File: config.mk
export PLATFORM = sky130hd
export DESIGN_NAME = system_clock_prescaler_and_output
export DESIGN_NICKNAME = d
export VERILOG_FILES = /design/src/rtl/prescaler_pkg.sv /design/src/rtl/system_clock_prescaler_and_output.sv
export VERILOG_INCLUDE_DIRS = /design/src /design/src/rtl
export SDC_FILE = /design/constraint.sdc
export NUM_CORES = 1
export LEC_CHECK = 0
export BUFFER_PORTS_ARGS = -buffer_cell sky130_fd_sc_hd__buf_2
export CAP_MARGIN = 20
export CORE_UTILIZATION = 50
export CTS_CLUSTER_SIZE = 8
export DETAILED_ROUTE_END_ITERATION = 10
export GPL_TIMING_DRIVEN = 0
export PLACE_DENSITY_LB_ADDON = 0.08
export SYNTH_ARGS = -nofsm -noshare
export SYNTH_HDL_FRONTEND = slang
export SYNTH_SLANG_ARGS = --single-unit
File: constraint.sdc
create_clock -name pclk -period 9.1 [get_ports pclk]
set_input_delay 0.455 -clock pclk [delete_from_list [all_inputs] [get_ports pclk]]
set_output_delay 0.455 -clock pclk [all_outputs]
set_load 0.01 [all_outputs]
File: src/rtl/prescaler_params.svh
// Address map, field positions, reset values and timing counts of the clock prescaler.
`ifndef PRESCALER_PARAMS_SVH
`define PRESCALER_PARAMS_SVH

`define CLOCK_DIVIDE_CONTROL_ADDR 8'h28
`define OSCILLATOR_TRIM_ADDR 8'h2C
`define PRESCALER_STATUS_ADDR 8'h30

`define CHANGE_ENABLE_BIT 7
`define CHANGE_ENABLE_WRITE 8'h80
`define SELECT_CODE_MSB 3
`define SELECT_CODE_LSB 0
`define STATUS_PENDING_BIT 4
`define STATUS_CLKOUT_FUSE_BIT 5
`define STATUS_DIV8_FUSE_BIT 6
`define STATUS_WINDOW_BIT 7

`define SELECT_CODE_PLAIN_RESET 4'h0
`define SELECT_CODE_DIV8_RESET 4'h3
`define SELECT_CODE_MAX 4'h8
`define TRIM_RESET 8'h00

`define CHANGE_WINDOW_CYCLES 3'h4
`define STRAP_SETTLE_CYCLES 2'h3

`endif

File: src/rtl/prescaler_pkg.sv
// Types shared by the clock prescaler design and its bench.
package prescaler_pkg;

	typedef logic [7:0] apb_addr_t;
	typedef logic [31:0] apb_data_t;
	typedef logic [7:0] reg8_t;
	typedef logic [3:0] select_code_t;

	// Startup, steady running, and waiting for the old period to end.
	typedef enum logic [1:0] {
		STRAP_WAIT = 2'b00,
		RUNNING = 2'b01,
		SWITCHING = 2'b10
	} prescale_state_t;

endpackage : prescaler_pkg

File: src/rtl/system_clock_prescaler_and_output.sv
// System clock prescaler with timed change guard, clock output pin and oscillator trim register.
//
// The APB slave port is this design's own decision.
`timescale 1ns/10ps
`default_nettype none
`include "prescaler_params.svh"

module system_clock_prescaler_and_output (
	input wire logic pclk,
	input wire logic presetn,
	input wire logic clk_enable,
	input wire prescaler_pkg::apb_addr_t paddr,
	input wire logic psel,
	input wire logic penable,
	input wire logic pwrite,
	input wire prescaler_pkg::apb_data_t pwdata,
	output prescaler_pkg::apb_data_t prdata,
	output logic pready,
	output logic pslverr,
	input wire logic clock_output_fuse,
	input wire logic divide_by_eight_fuse,
	input wire prescaler_pkg::reg8_t factory_trim_value,
	input wire logic gpio_out,
	input wire logic gpio_oe,
	output logic clock_output_pin_out,
	output logic clock_output_pin_oe,
	output logic cpu_clk_en,
	output logic flash_clk_en,
	output logic io_clk_en,
	output logic adc_clk_en,
	output prescaler_pkg::reg8_t oscillator_trim_out
);
	import prescaler_pkg::*;

	// Period-end compare value for a code; reserved codes fall back to the slowest factor.
	function automatic reg8_t period_mask(input select_code_t code);
		reg8_t mask;
		mask = 8'h00;
		if (code >= `SELECT_CODE_MAX) begin
			mask = 8'hFF;
		end else begin
			mask = 8'((9'h001 << code) - 9'h001);
		end
		return mask;
	endfunction : period_mask

	// True when the address is one of the mapped registers.
	function automatic logic addr_mapped(input apb_addr_t addr);
		logic hit;
		hit = 1'b0;
		if (addr == `CLOCK_DIVIDE_CONTROL_ADDR) begin
			hit = 1'b1;
		end else if (addr == `OSCILLATOR_TRIM_ADDR) begin
			hit = 1'b1;
		end else if (addr == `PRESCALER_STATUS_ADDR) begin
			hit = 1'b1;
		end
		return hit;
	endfunction : addr_mapped

	prescale_state_t state_reg;
	prescale_state_t state_next;
	logic [2:0] clkout_fuse_sync_reg;
	logic [2:0] div8_fuse_sync_reg;
	reg8_t trim_held_reg;
	reg8_t trim_strap;
	logic div8_strap;
	reg8_t trim_sync1_reg;
	reg8_t trim_sync2_reg;
	reg8_t trim_sync3_reg;
	logic clkout_fuse_reg;
	logic div8_fuse_reg;
	logic [1:0] settle_reg;
	select_code_t active_code_reg;
	select_code_t stored_code_reg;
	logic change_enable_reg;
	logic [2:0] window_reg;
	reg8_t count_reg;
	reg8_t count_next;
	reg8_t mask_now;
	reg8_t mask_next;
	logic period_end;
	logic level_reg;
	logic pass_reg;
	logic run_reg;
	reg8_t trim_reg;
	apb_data_t prdata_reg;
	logic wr_access;
	logic wr_control;
	logic wr_trim;
	logic enable_write;
	logic code_write;

	// Writes take effect only at the completing edge of the access phase.
	// The slave never stretches a transfer, so pready is the clock enable itself: a stalled
	// block answers nothing, and a running one answers in the first access cycle.
	assign pready = clk_enable;
	assign pslverr = psel & penable & ~addr_mapped(paddr);
	assign prdata = prdata_reg;
	assign wr_access = psel & penable & pwrite & clk_enable & addr_mapped(paddr);
	assign wr_control = wr_access & (paddr == `CLOCK_DIVIDE_CONTROL_ADDR);
	assign wr_trim = wr_access & (paddr == `OSCILLATOR_TRIM_ADDR);
	assign enable_write = wr_control & (pwdata[7:0] == `CHANGE_ENABLE_WRITE);
	assign code_write = wr_control & ~pwdata[`CHANGE_ENABLE_BIT];

	// Fuse pins and the factory trim word come from outside the clock domain.
	// The first stage feeds only the second; a value counts once stages two and three agree.
	always_ff @(posedge pclk or negedge presetn) begin
		if (!presetn) begin
			clkout_fuse_sync_reg <= 3'h0;
			div8_fuse_sync_reg <= 3'h0;
			trim_sync1_reg <= `TRIM_RESET;
			trim_sync2_reg <= `TRIM_RESET;
			trim_sync3_reg <= `TRIM_RESET;
			clkout_fuse_reg <= 1'b0;
			div8_fuse_reg <= 1'b0;
			trim_held_reg <= `TRIM_RESET;
		end else if (clk_enable) begin
			clkout_fuse_sync_reg <= {clkout_fuse_sync_reg[1:0], clock_output_fuse};
			div8_fuse_sync_reg <= {div8_fuse_sync_reg[1:0], divide_by_eight_fuse};
			trim_sync1_reg <= factory_trim_value;
			trim_sync2_reg <= trim_sync1_reg;
			trim_sync3_reg <= trim_sync2_reg;
			if (clkout_fuse_sync_reg[1] == clkout_fuse_sync_reg[2]) begin
				clkout_fuse_reg <= clkout_fuse_sync_reg[2];
			end
			if (div8_fuse_sync_reg[1] == div8_fuse_sync_reg[2]) begin
				div8_fuse_reg <= div8_fuse_sync_reg[2];
			end
			if (trim_sync2_reg == trim_sync3_reg) begin
				trim_held_reg <= trim_sync3_reg;
			end
		end
	end

	// Strap values as they stand after this edge: a fresh agreement of stages two and three
	// wins, otherwise the last agreed value holds. The start-up load reads these, so it never
	// takes a fuse register that is still one edge behind its own synchroniser.
	assign div8_strap = (div8_fuse_sync_reg[1] == div8_fuse_sync_reg[2]) ? div8_fuse_sync_reg[2]
		: div8_fuse_reg;
	assign trim_strap = (trim_sync2_reg == trim_sync3_reg) ? trim_sync3_reg : trim_held_reg;

	// Counts out the synchroniser depth after reset release before the straps are trusted.
	// It stops once the straps are taken, so two bits suffice for the three-edge wait.
	always_ff @(posedge pclk or negedge presetn) begin
		if (!presetn) begin
			settle_reg <= 2'h0;
		end else if (clk_enable && state_reg == STRAP_WAIT) begin
			settle_reg <= 2'(settle_reg + 2'h1);
		end
	end

	// Main sequencing: wait for straps, run, and hold a new code until the old period ends.
	// A second code accepted while a switch is pending only replaces the stored code; the
	// divider takes whatever code stands when the old period ends, so no period is cut short.
	// Control writes before the straps are loaded are dropped, since the reset code is not set.
	always_comb begin
		state_next = state_reg;
		case (state_reg)
			STRAP_WAIT: begin
				if (settle_reg == `STRAP_SETTLE_CYCLES) begin
					state_next = RUNNING;
				end
			end
			RUNNING: begin
				if (code_write && change_enable_reg) begin
					state_next = SWITCHING;
				end
			end
			SWITCHING: begin
				if (period_end) begin
					state_next = RUNNING;
				end
			end
			default: begin
				state_next = STRAP_WAIT;
			end
		endcase
	end

	always_ff @(posedge pclk or negedge presetn) begin
		if (!presetn) begin
			state_reg <= STRAP_WAIT;
		end else if (clk_enable) begin
			state_reg <= state_next;
		end
	end

	// The control register code and the code the divider actually uses.
	// Keeping them apart lets the old period finish before the new factor takes hold.
	// The start-up code reads the resolved strap, not the fuse register, because that
	// register only catches up with its synchroniser on the very edge of the load.
	always_ff @(posedge pclk or negedge presetn) begin
		if (!presetn) begin
			stored_code_reg <= `SELECT_CODE_PLAIN_RESET;
			active_code_reg <= `SELECT_CODE_PLAIN_RESET;
		end else if (clk_enable) begin
			if (state_reg == STRAP_WAIT && state_next == RUNNING) begin
				stored_code_reg <= div8_strap ? `SELECT_CODE_DIV8_RESET
					: `SELECT_CODE_PLAIN_RESET;
				active_code_reg <= div8_strap ? `SELECT_CODE_DIV8_RESET
					: `SELECT_CODE_PLAIN_RESET;
			end else begin
				if (code_write && change_enable_reg && state_reg != STRAP_WAIT) begin
					stored_code_reg <= pwdata[`SELECT_CODE_MSB:`SELECT_CODE_LSB];
				end
				if (state_reg == SWITCHING && period_end) begin
					active_code_reg <= stored_code_reg;
				end
			end
		end
	end

	// Change-enable window: opens only from closed, closes on timeout or on a code write.
	// The window counts enabled master clock cycles. Because the enable sets only while it
	// is clear, a hardware clear and a software set never meet in one cycle, and a rewrite
	// inside the window falls through to the counting branch without restarting it.
	always_ff @(posedge pclk or negedge presetn) begin
		if (!presetn) begin
			change_enable_reg <= 1'b0;
			window_reg <= 3'h0;
		end else if (clk_enable) begin
			if (!change_enable_reg) begin
				if (enable_write && state_reg != STRAP_WAIT) begin
					change_enable_reg <= 1'b1;
					window_reg <= 3'h1;
				end
			end else if (code_write) begin
				change_enable_reg <= 1'b0;
				window_reg <= 3'h0;
			end else if (window_reg == `CHANGE_WINDOW_CYCLES) begin
				change_enable_reg <= 1'b0;
				window_reg <= 3'h0;
			end else begin
				window_reg <= 3'(window_reg + 3'h1);
			end
		end
	end

	// Divider arithmetic on the master clock; the count itself is never mapped to software.
	// Reserved codes divide like the largest factor instead of stopping the clock, so a
	// careless write can slow the system down but never freeze it.
	// The next mask already reflects a pending switch, so the new level starts on time.
	always_comb begin
		mask_now = period_mask(active_code_reg);
		period_end = (count_reg >= mask_now);
		if (period_end) begin
			count_next = 8'h00;
		end else begin
			count_next = 8'(count_reg + 8'h01);
		end
		if (state_reg == SWITCHING && period_end) begin
			mask_next = period_mask(stored_code_reg);
		end else begin
			mask_next = mask_now;
		end
	end

	// Divided clock level is high in the first half of each period but the first after reset, whose count 0 cycle
	// stays low; every later period starts with a rising edge and a switch can only happen on a whole-period boundary.
	// The count is held while the straps settle, so the first period after reset is whole.
	// The level is registered, so the pin never shows a decode glitch of the counter.
	always_ff @(posedge pclk or negedge presetn) begin
		if (!presetn) begin
			count_reg <= 8'h00;
			level_reg <= 1'b0;
			pass_reg <= 1'b0;
			run_reg <= 1'b0;
		end else if (clk_enable) begin
			if (state_reg != STRAP_WAIT) begin
				count_reg <= count_next;
				level_reg <= (count_next <= (mask_next >> 1));
				pass_reg <= (mask_next == 8'h00);
			end
			run_reg <= (state_next != STRAP_WAIT);
		end
	end

	// One enable pulse per divided period feeds every synchronous domain alike.
	// The pulses are combinational so that a stalled block drops them in the same cycle;
	// every consumer samples them on the master clock, never on a divided edge.
	// Sharing one pulse keeps the domains in step; none can run ahead of another.
	always_comb begin
		cpu_clk_en = run_reg & clk_enable & (count_reg == 8'h00);
		flash_clk_en = cpu_clk_en;
		io_clk_en = cpu_clk_en;
		adc_clk_en = cpu_clk_en;
	end

	// Pin mux. Divide-by-one passes the master clock gated by a flop; the gate changes only
	// right after a rising edge, where both sources are high, so the hand-over is clean.
	// With the fuse clear the pin belongs to the port logic in every cycle, reset included.
	// During reset the fuse register is cleared, so the pin cannot carry the clock then.
	// The fuse is sampled only through its synchroniser, so a bouncing strap cannot glitch.
	always_comb begin
		if (clkout_fuse_reg) begin
			clock_output_pin_oe = 1'b1;
			if (pass_reg) begin
				clock_output_pin_out = run_reg & pclk;
			end else begin
				clock_output_pin_out = run_reg & level_reg;
			end
		end else begin
			clock_output_pin_oe = gpio_oe;
			clock_output_pin_out = gpio_out;
		end
	end

	// Trim register: factory value is taken once the synchronisers settle after release,
	// then software owns it. Bit 7 picks the range and bits 6..0 tune within it.
	// The oscillator follows the register directly. This block cannot see memory writes,
	// so software alone must keep the trim low enough while those are in progress.
	// A write is never range checked; any byte is taken as it stands.
	always_ff @(posedge pclk or negedge presetn) begin
		if (!presetn) begin
			trim_reg <= `TRIM_RESET;
		end else if (clk_enable) begin
			if (state_reg == STRAP_WAIT && state_next == RUNNING) begin
				trim_reg <= trim_strap;
			end else if (wr_trim) begin
				trim_reg <= pwdata[7:0];
			end
		end
	end

	assign oscillator_trim_out = trim_reg;

	// Read data is captured in the setup phase so it stands through the access phase.
	// The price is one cycle of age: a field that changes during the access phase is
	// reported as it stood at the setup edge.
	// Unmapped addresses read as zero, and the error flag tells software why.
	always_ff @(posedge pclk or negedge presetn) begin
		if (!presetn) begin
			prdata_reg <= 32'h0000_0000;
		end else if (clk_enable && psel && !penable && !pwrite) begin
			prdata_reg <= 32'h0000_0000;
			if (paddr == `CLOCK_DIVIDE_CONTROL_ADDR) begin
				prdata_reg[`CHANGE_ENABLE_BIT] <= change_enable_reg;
				prdata_reg[`SELECT_CODE_MSB:`SELECT_CODE_LSB] <= stored_code_reg;
			end else if (paddr == `OSCILLATOR_TRIM_ADDR) begin
				prdata_reg[7:0] <= trim_reg;
			end else if (paddr == `PRESCALER_STATUS_ADDR) begin
				prdata_reg[`SELECT_CODE_MSB:`SELECT_CODE_LSB] <= active_code_reg;
				prdata_reg[`STATUS_PENDING_BIT] <= (state_reg == SWITCHING);
				prdata_reg[`STATUS_CLKOUT_FUSE_BIT] <= clkout_fuse_reg;
				prdata_reg[`STATUS_DIV8_FUSE_BIT] <= div8_fuse_reg;
				prdata_reg[`STATUS_WINDOW_BIT] <= (state_reg != STRAP_WAIT);
			end
		end
	end

endmodule : system_clock_prescaler_and_output
`default_nettype wire

After elaboration in Yosys (flattened, before gate mapping):

Index checks and enable logic that the tools add are counted.

* $add $sub $neg: 5
* multiply operators: 0
* divide/modulo/power cells: 0
* order comparisons: 4
* equal/unequal tests: 12
* shifts and indexed selects: 2
* multiplexer cells: 36
* bitwise gates (word level): 15
* reductions and logical operators: 26

Operators by type and width (count)
* $mux 8: 9
* $eq 8x6->1 const B: 3
* $mux 4: 5
* $logic_not 8->1: 2
* $shl 1x4->8 const A: 2
* $sub 8x1->8 const B: 2
* $mux 3: 5
* $and 1x1->1: 13
* $mux 1: 12
* $reduce_and 2->1: 6
* $reduce_bool 2->1: 6
* $logic_and 1x1->1: 9
* $add 8x1->8 const B: 1
* $eq 8x8->1: 1
* $eq 8x8->1 const B: 1
* $ge 4x4->1 const B: 2
* $ge 8x8->1: 1
* $le 8x7->1: 1
* $mux 2: 4
* $pmux 2 s3: 1
* $eq 2x1->1 const B: 2
* $eq 2x2->1 const B: 2
* $add 3x1->3 const B: 1
* $eq 3x3->1 const B: 1
* 5 further kinds: 8

* flip-flop bits (word level): 83
* bits in latches: 0
* memory bits (writable): 0
* ROM bits: 0
* input port bits: 58
* logic and storage cells: 120
* memories: 0

Longest topological paths before layout:

* depth in word-level cells: 14
* mapped depth: 20

==> reports/qor.yml <==
sta:
  rsz0062_at_grt: "no"
  slew_headroom_pct: 31.7
  report.final.setup_viol: 0
  finalHoldWorstSlack_ns: 0.207
  final-hold-violation-count: 0
  report.final.slew_viol_count: 0
  postLayoutSetupSlackWorst_ns: 3.48
  setup_tns_ns: 0
  timing.clock.skew_ns: 0.0167
  max_slew.worst_pin.slew_ns: 1.02
floorplan:
  chipHeight_microns: 101
  die_width_microns: 101
  start_util_pct: 52.5
  row_count: 35
  ioPinCount: 106
  floorplan.die_area_sq_um: 10300
  coreArea_sq_um: 9420
worst_setup_path:
  crit_top_cell: "sky130_fd_sc_hd__clkbuf_8"
  reg2reg_setup_slack_ns: 4.47
  cp_slowest_cell: "sky130_fd_sc_hd__mux2i_1"
  crit_path_start_kind: "clock port"
  cp_max_fo: 2
  critPathMaxStageDelay_ns: 0.15
  worst_path_cell_chain: "clkbuf_8 > clkbuf_8 > mux2i_1 > o22ai_1 > buf_2"
  cp_num_buf_inv: 3
  end_kind: "output pin"
  crit_family: "buffers and inverters"
  critPathArrivalTime_ns: 5.16
  worstPathRequired_ns: 8.65
  timing.setup.critical_path_class: "clock port to output pin"
clock_tree:
  post_cts_buffers: 0
  cts.reportedPaths.clkPinSlew_ns: 0.10
  cts_resized: 0
  cts_tree: "yes"
  clock_latency_ns: 0.47
  cts_hold_buffers_added: 1
placed_design:
  place_congestion: 0.818
  place.port_buffers: 56
  detailedPlacementHpwl_mm: 8.37
  post-place-ws_ns: 3.76
yosys:
  synth_commonest_cells: "sky130_fd_sc_hd__dfrtp_1 (83), sky130_fd_sc_hd__mux2_2 (42), sky130_fd_sc_hd__nor2_1 (42)"
  synth.avg_cell_area_sq_um: 9.97
  synth_top_cells_by_area: "sky130_fd_sc_hd__dfrtp_1 (42%), sky130_fd_sc_hd__mux2_2 (9.6%), sky130_fd_sc_hd__ha_1 (5.3%), sky130_fd_sc_hd__buf_4 (4.4%), sky130_fd_sc_hd__nor2_1 (3.2%)"
  async_flop_share_pct: 100
  synth.top_cell.area_share_pct: 42.0
  synth_top_flop_cell: "sky130_fd_sc_hd__dfrtp_1"
  most_repeated_cell_in_the_gate_level_netlist_after_synthesis: "sky130_fd_sc_hd__dfrtp_1"
  syn-cell-area_sq_um: 4950
  synth_edf_count: 0
  number_of_warnings_printed_during_yosys_synthesis: 0
  synth_seq_cells: 83
  synthCells: 496
  synth.yosys.seq_area_share_pct: 42.0
  yosys.area.top_type: "sky130_fd_sc_hd__dfrtp_1"
  synth.distinct_cells: 61
detailed_routing:
  ant_nets: 0
  post-route-drc-count: 0
  routed_via_density: 5.39
  total_number_of_vias: 3916
  avgRoutedWirePerCell_microns: 15.3
  drt_pre_antenna_iters: 5
  drt-initial-drc-count: 164
  detail_route.wirelength_mm: 11.1
run_status:
  outcome: "complete, no violations"
job:
  drv_cap: 0
layout:
  flow.area_growth_from_synthesis_pct: 16.1
  num-nets-final: 671
  drive_above_1_share_pct: 27.5
  num_antenna_cells: 0
  fill_cells: 848
power_and_ir_drop:
  power_density_over_the_cells_nw_per_um2: 226
  peakVddDrop_mv: 0.121
  static-leakage-power_nw: 2.74
worst_hold_path:
  worst_hold_path_type: "input pin to register"
grt:
  vias_in_the_first_global_route: 3874
  initial_antenna_violation_count: 0
  grt_first_pass_wirelength_mm: 18.4
  grt_overflow_total: 0
  grt_max_degree: 48
  globalRouteTotalUtil_pct: 23.6
where the power goes:
group / total, mW / switching [mW] / leakage (nW) / internal [mW]
clock network: 0.289 / 0.155 / 0.113 / 0.135
logic: 0.499 / 0.266 / 1.60 / 0.233
registers: 0.512 / 0.0675 / 1.03 / 0.444
total: 1.30 / 0.488 / 2.74 / 0.813
cell type report:
cell class | count | area (sq um) | area share, %
multi-input combinational | 368 | 2580 | 44.9
timing repair buffer | 58 | 320 | 5.57
clock buffer | 13 | 170 | 2.96
sequential | 83 | 2080 | 36.1
tap | 129 | 161 | 2.81
clock inverter | 7 | 60.1 | 1.05
inverter | 15 | 56.3 | 0.980
buffer | 53 | 322 | 5.60
final timing paths:
kind	start	end	cells past startpoint
hold reg to reg	oscillator_trim_out[6]	oscillator_trim_out[6]	1
setup / recovery	pclk	clock_output_pin_out	5
max in group asynchronous	presetn	prdata[1]	3
min in group asynchronous	presetn	trim_sync3_reg[0]	2
setup reg to reg	active_code_reg[1]	level_reg	20
hold / removal	factory_trim_value[4]	trim_sync1_reg[4]	2
worst reg2reg max path: cells and delay by family, from the launching register on:
kind,cells,cell delay (ns)
compound gates,8,1.69
simple gates,6,1.06
fa+ha+maj,3,0.83
buf+inv,2,0.43
flops,1,0.37
xor+xnor,1,0.18
cells in the final DEF (no fill, tap or decap), types with 4 or more instances in the layout:
cell type	n
sky130_fd_sc_hd__buf_4	30
sky130_fd_sc_hd__conb_1	24
sky130_fd_sc_hd__clkbuf_1	14
sky130_fd_sc_hd__mux2_2	42
sky130_fd_sc_hd__nand2b_1	6
sky130_fd_sc_hd__xnor2_1	7
sky130_fd_sc_hd__buf_2	61
sky130_fd_sc_hd__mux2i_1	13
sky130_fd_sc_hd__dfrtp_1	83
sky130_fd_sc_hd__and3_1	6
sky130_fd_sc_hd__nand3_1	7
sky130_fd_sc_hd__ha_1	21
sky130_fd_sc_hd__inv_1	14
sky130_fd_sc_hd__a222oi_1	5
sky130_fd_sc_hd__a21o_1	10
sky130_fd_sc_hd__a211oi_1	6
sky130_fd_sc_hd__clkbuf_8	12
sky130_fd_sc_hd__xor2_1	12
sky130_fd_sc_hd__nor3b_1	5
sky130_fd_sc_hd__buf_1	4
sky130_fd_sc_hd__o21ai_1	4
sky130_fd_sc_hd__nor2b_1	5
sky130_fd_sc_hd__o21ai_0	28
sky130_fd_sc_hd__nor2_1	42
sky130_fd_sc_hd__nor3_1	8
sky130_fd_sc_hd__nand2_1	34
sky130_fd_sc_hd__o21a_1	4
sky130_fd_sc_hd__a21oi_1	21
sky130_fd_sc_hd__nor4_1	7
metrics by stage:
step,utilization [%],power (mW),std cells,cell area (sq um)
finish,61.0,1.30,726,5750
CTS,61.0,1.31,726,5750
global placement,58.2,1.01,704,5480
floorplan,-,0.870,519,5030
detailed placement,58.5,1.03,706,5510
global route,61.0,1.40,726,5750
kinds of logic (layout without fill, tap and decap cells):
family	after synthesis	count (layout)	share of synthesized area (%)
mux	55	55	12.2
flops	83	83	42.0
simple gates	139	139	14.5
compound gates	109	109	14.7
other cells	1	24	0.0758
xor+xnor	19	19	3.36
fa+ha+maj	22	22	5.51
buf+inv	68	146	7.64
per-layer routing:
metal  global-route usage, %  vias to the layer above  wire length [microns]
li1                        -                     1926                      -
met1                    28.6                     1894                   4780
met2                    40.2                       86                   5720
met3                    4.07                       10                    447
met4                    12.9                        0                    153
met5                       0                        -                      0
Note: power is estimated with default switching activity, not from simulation.
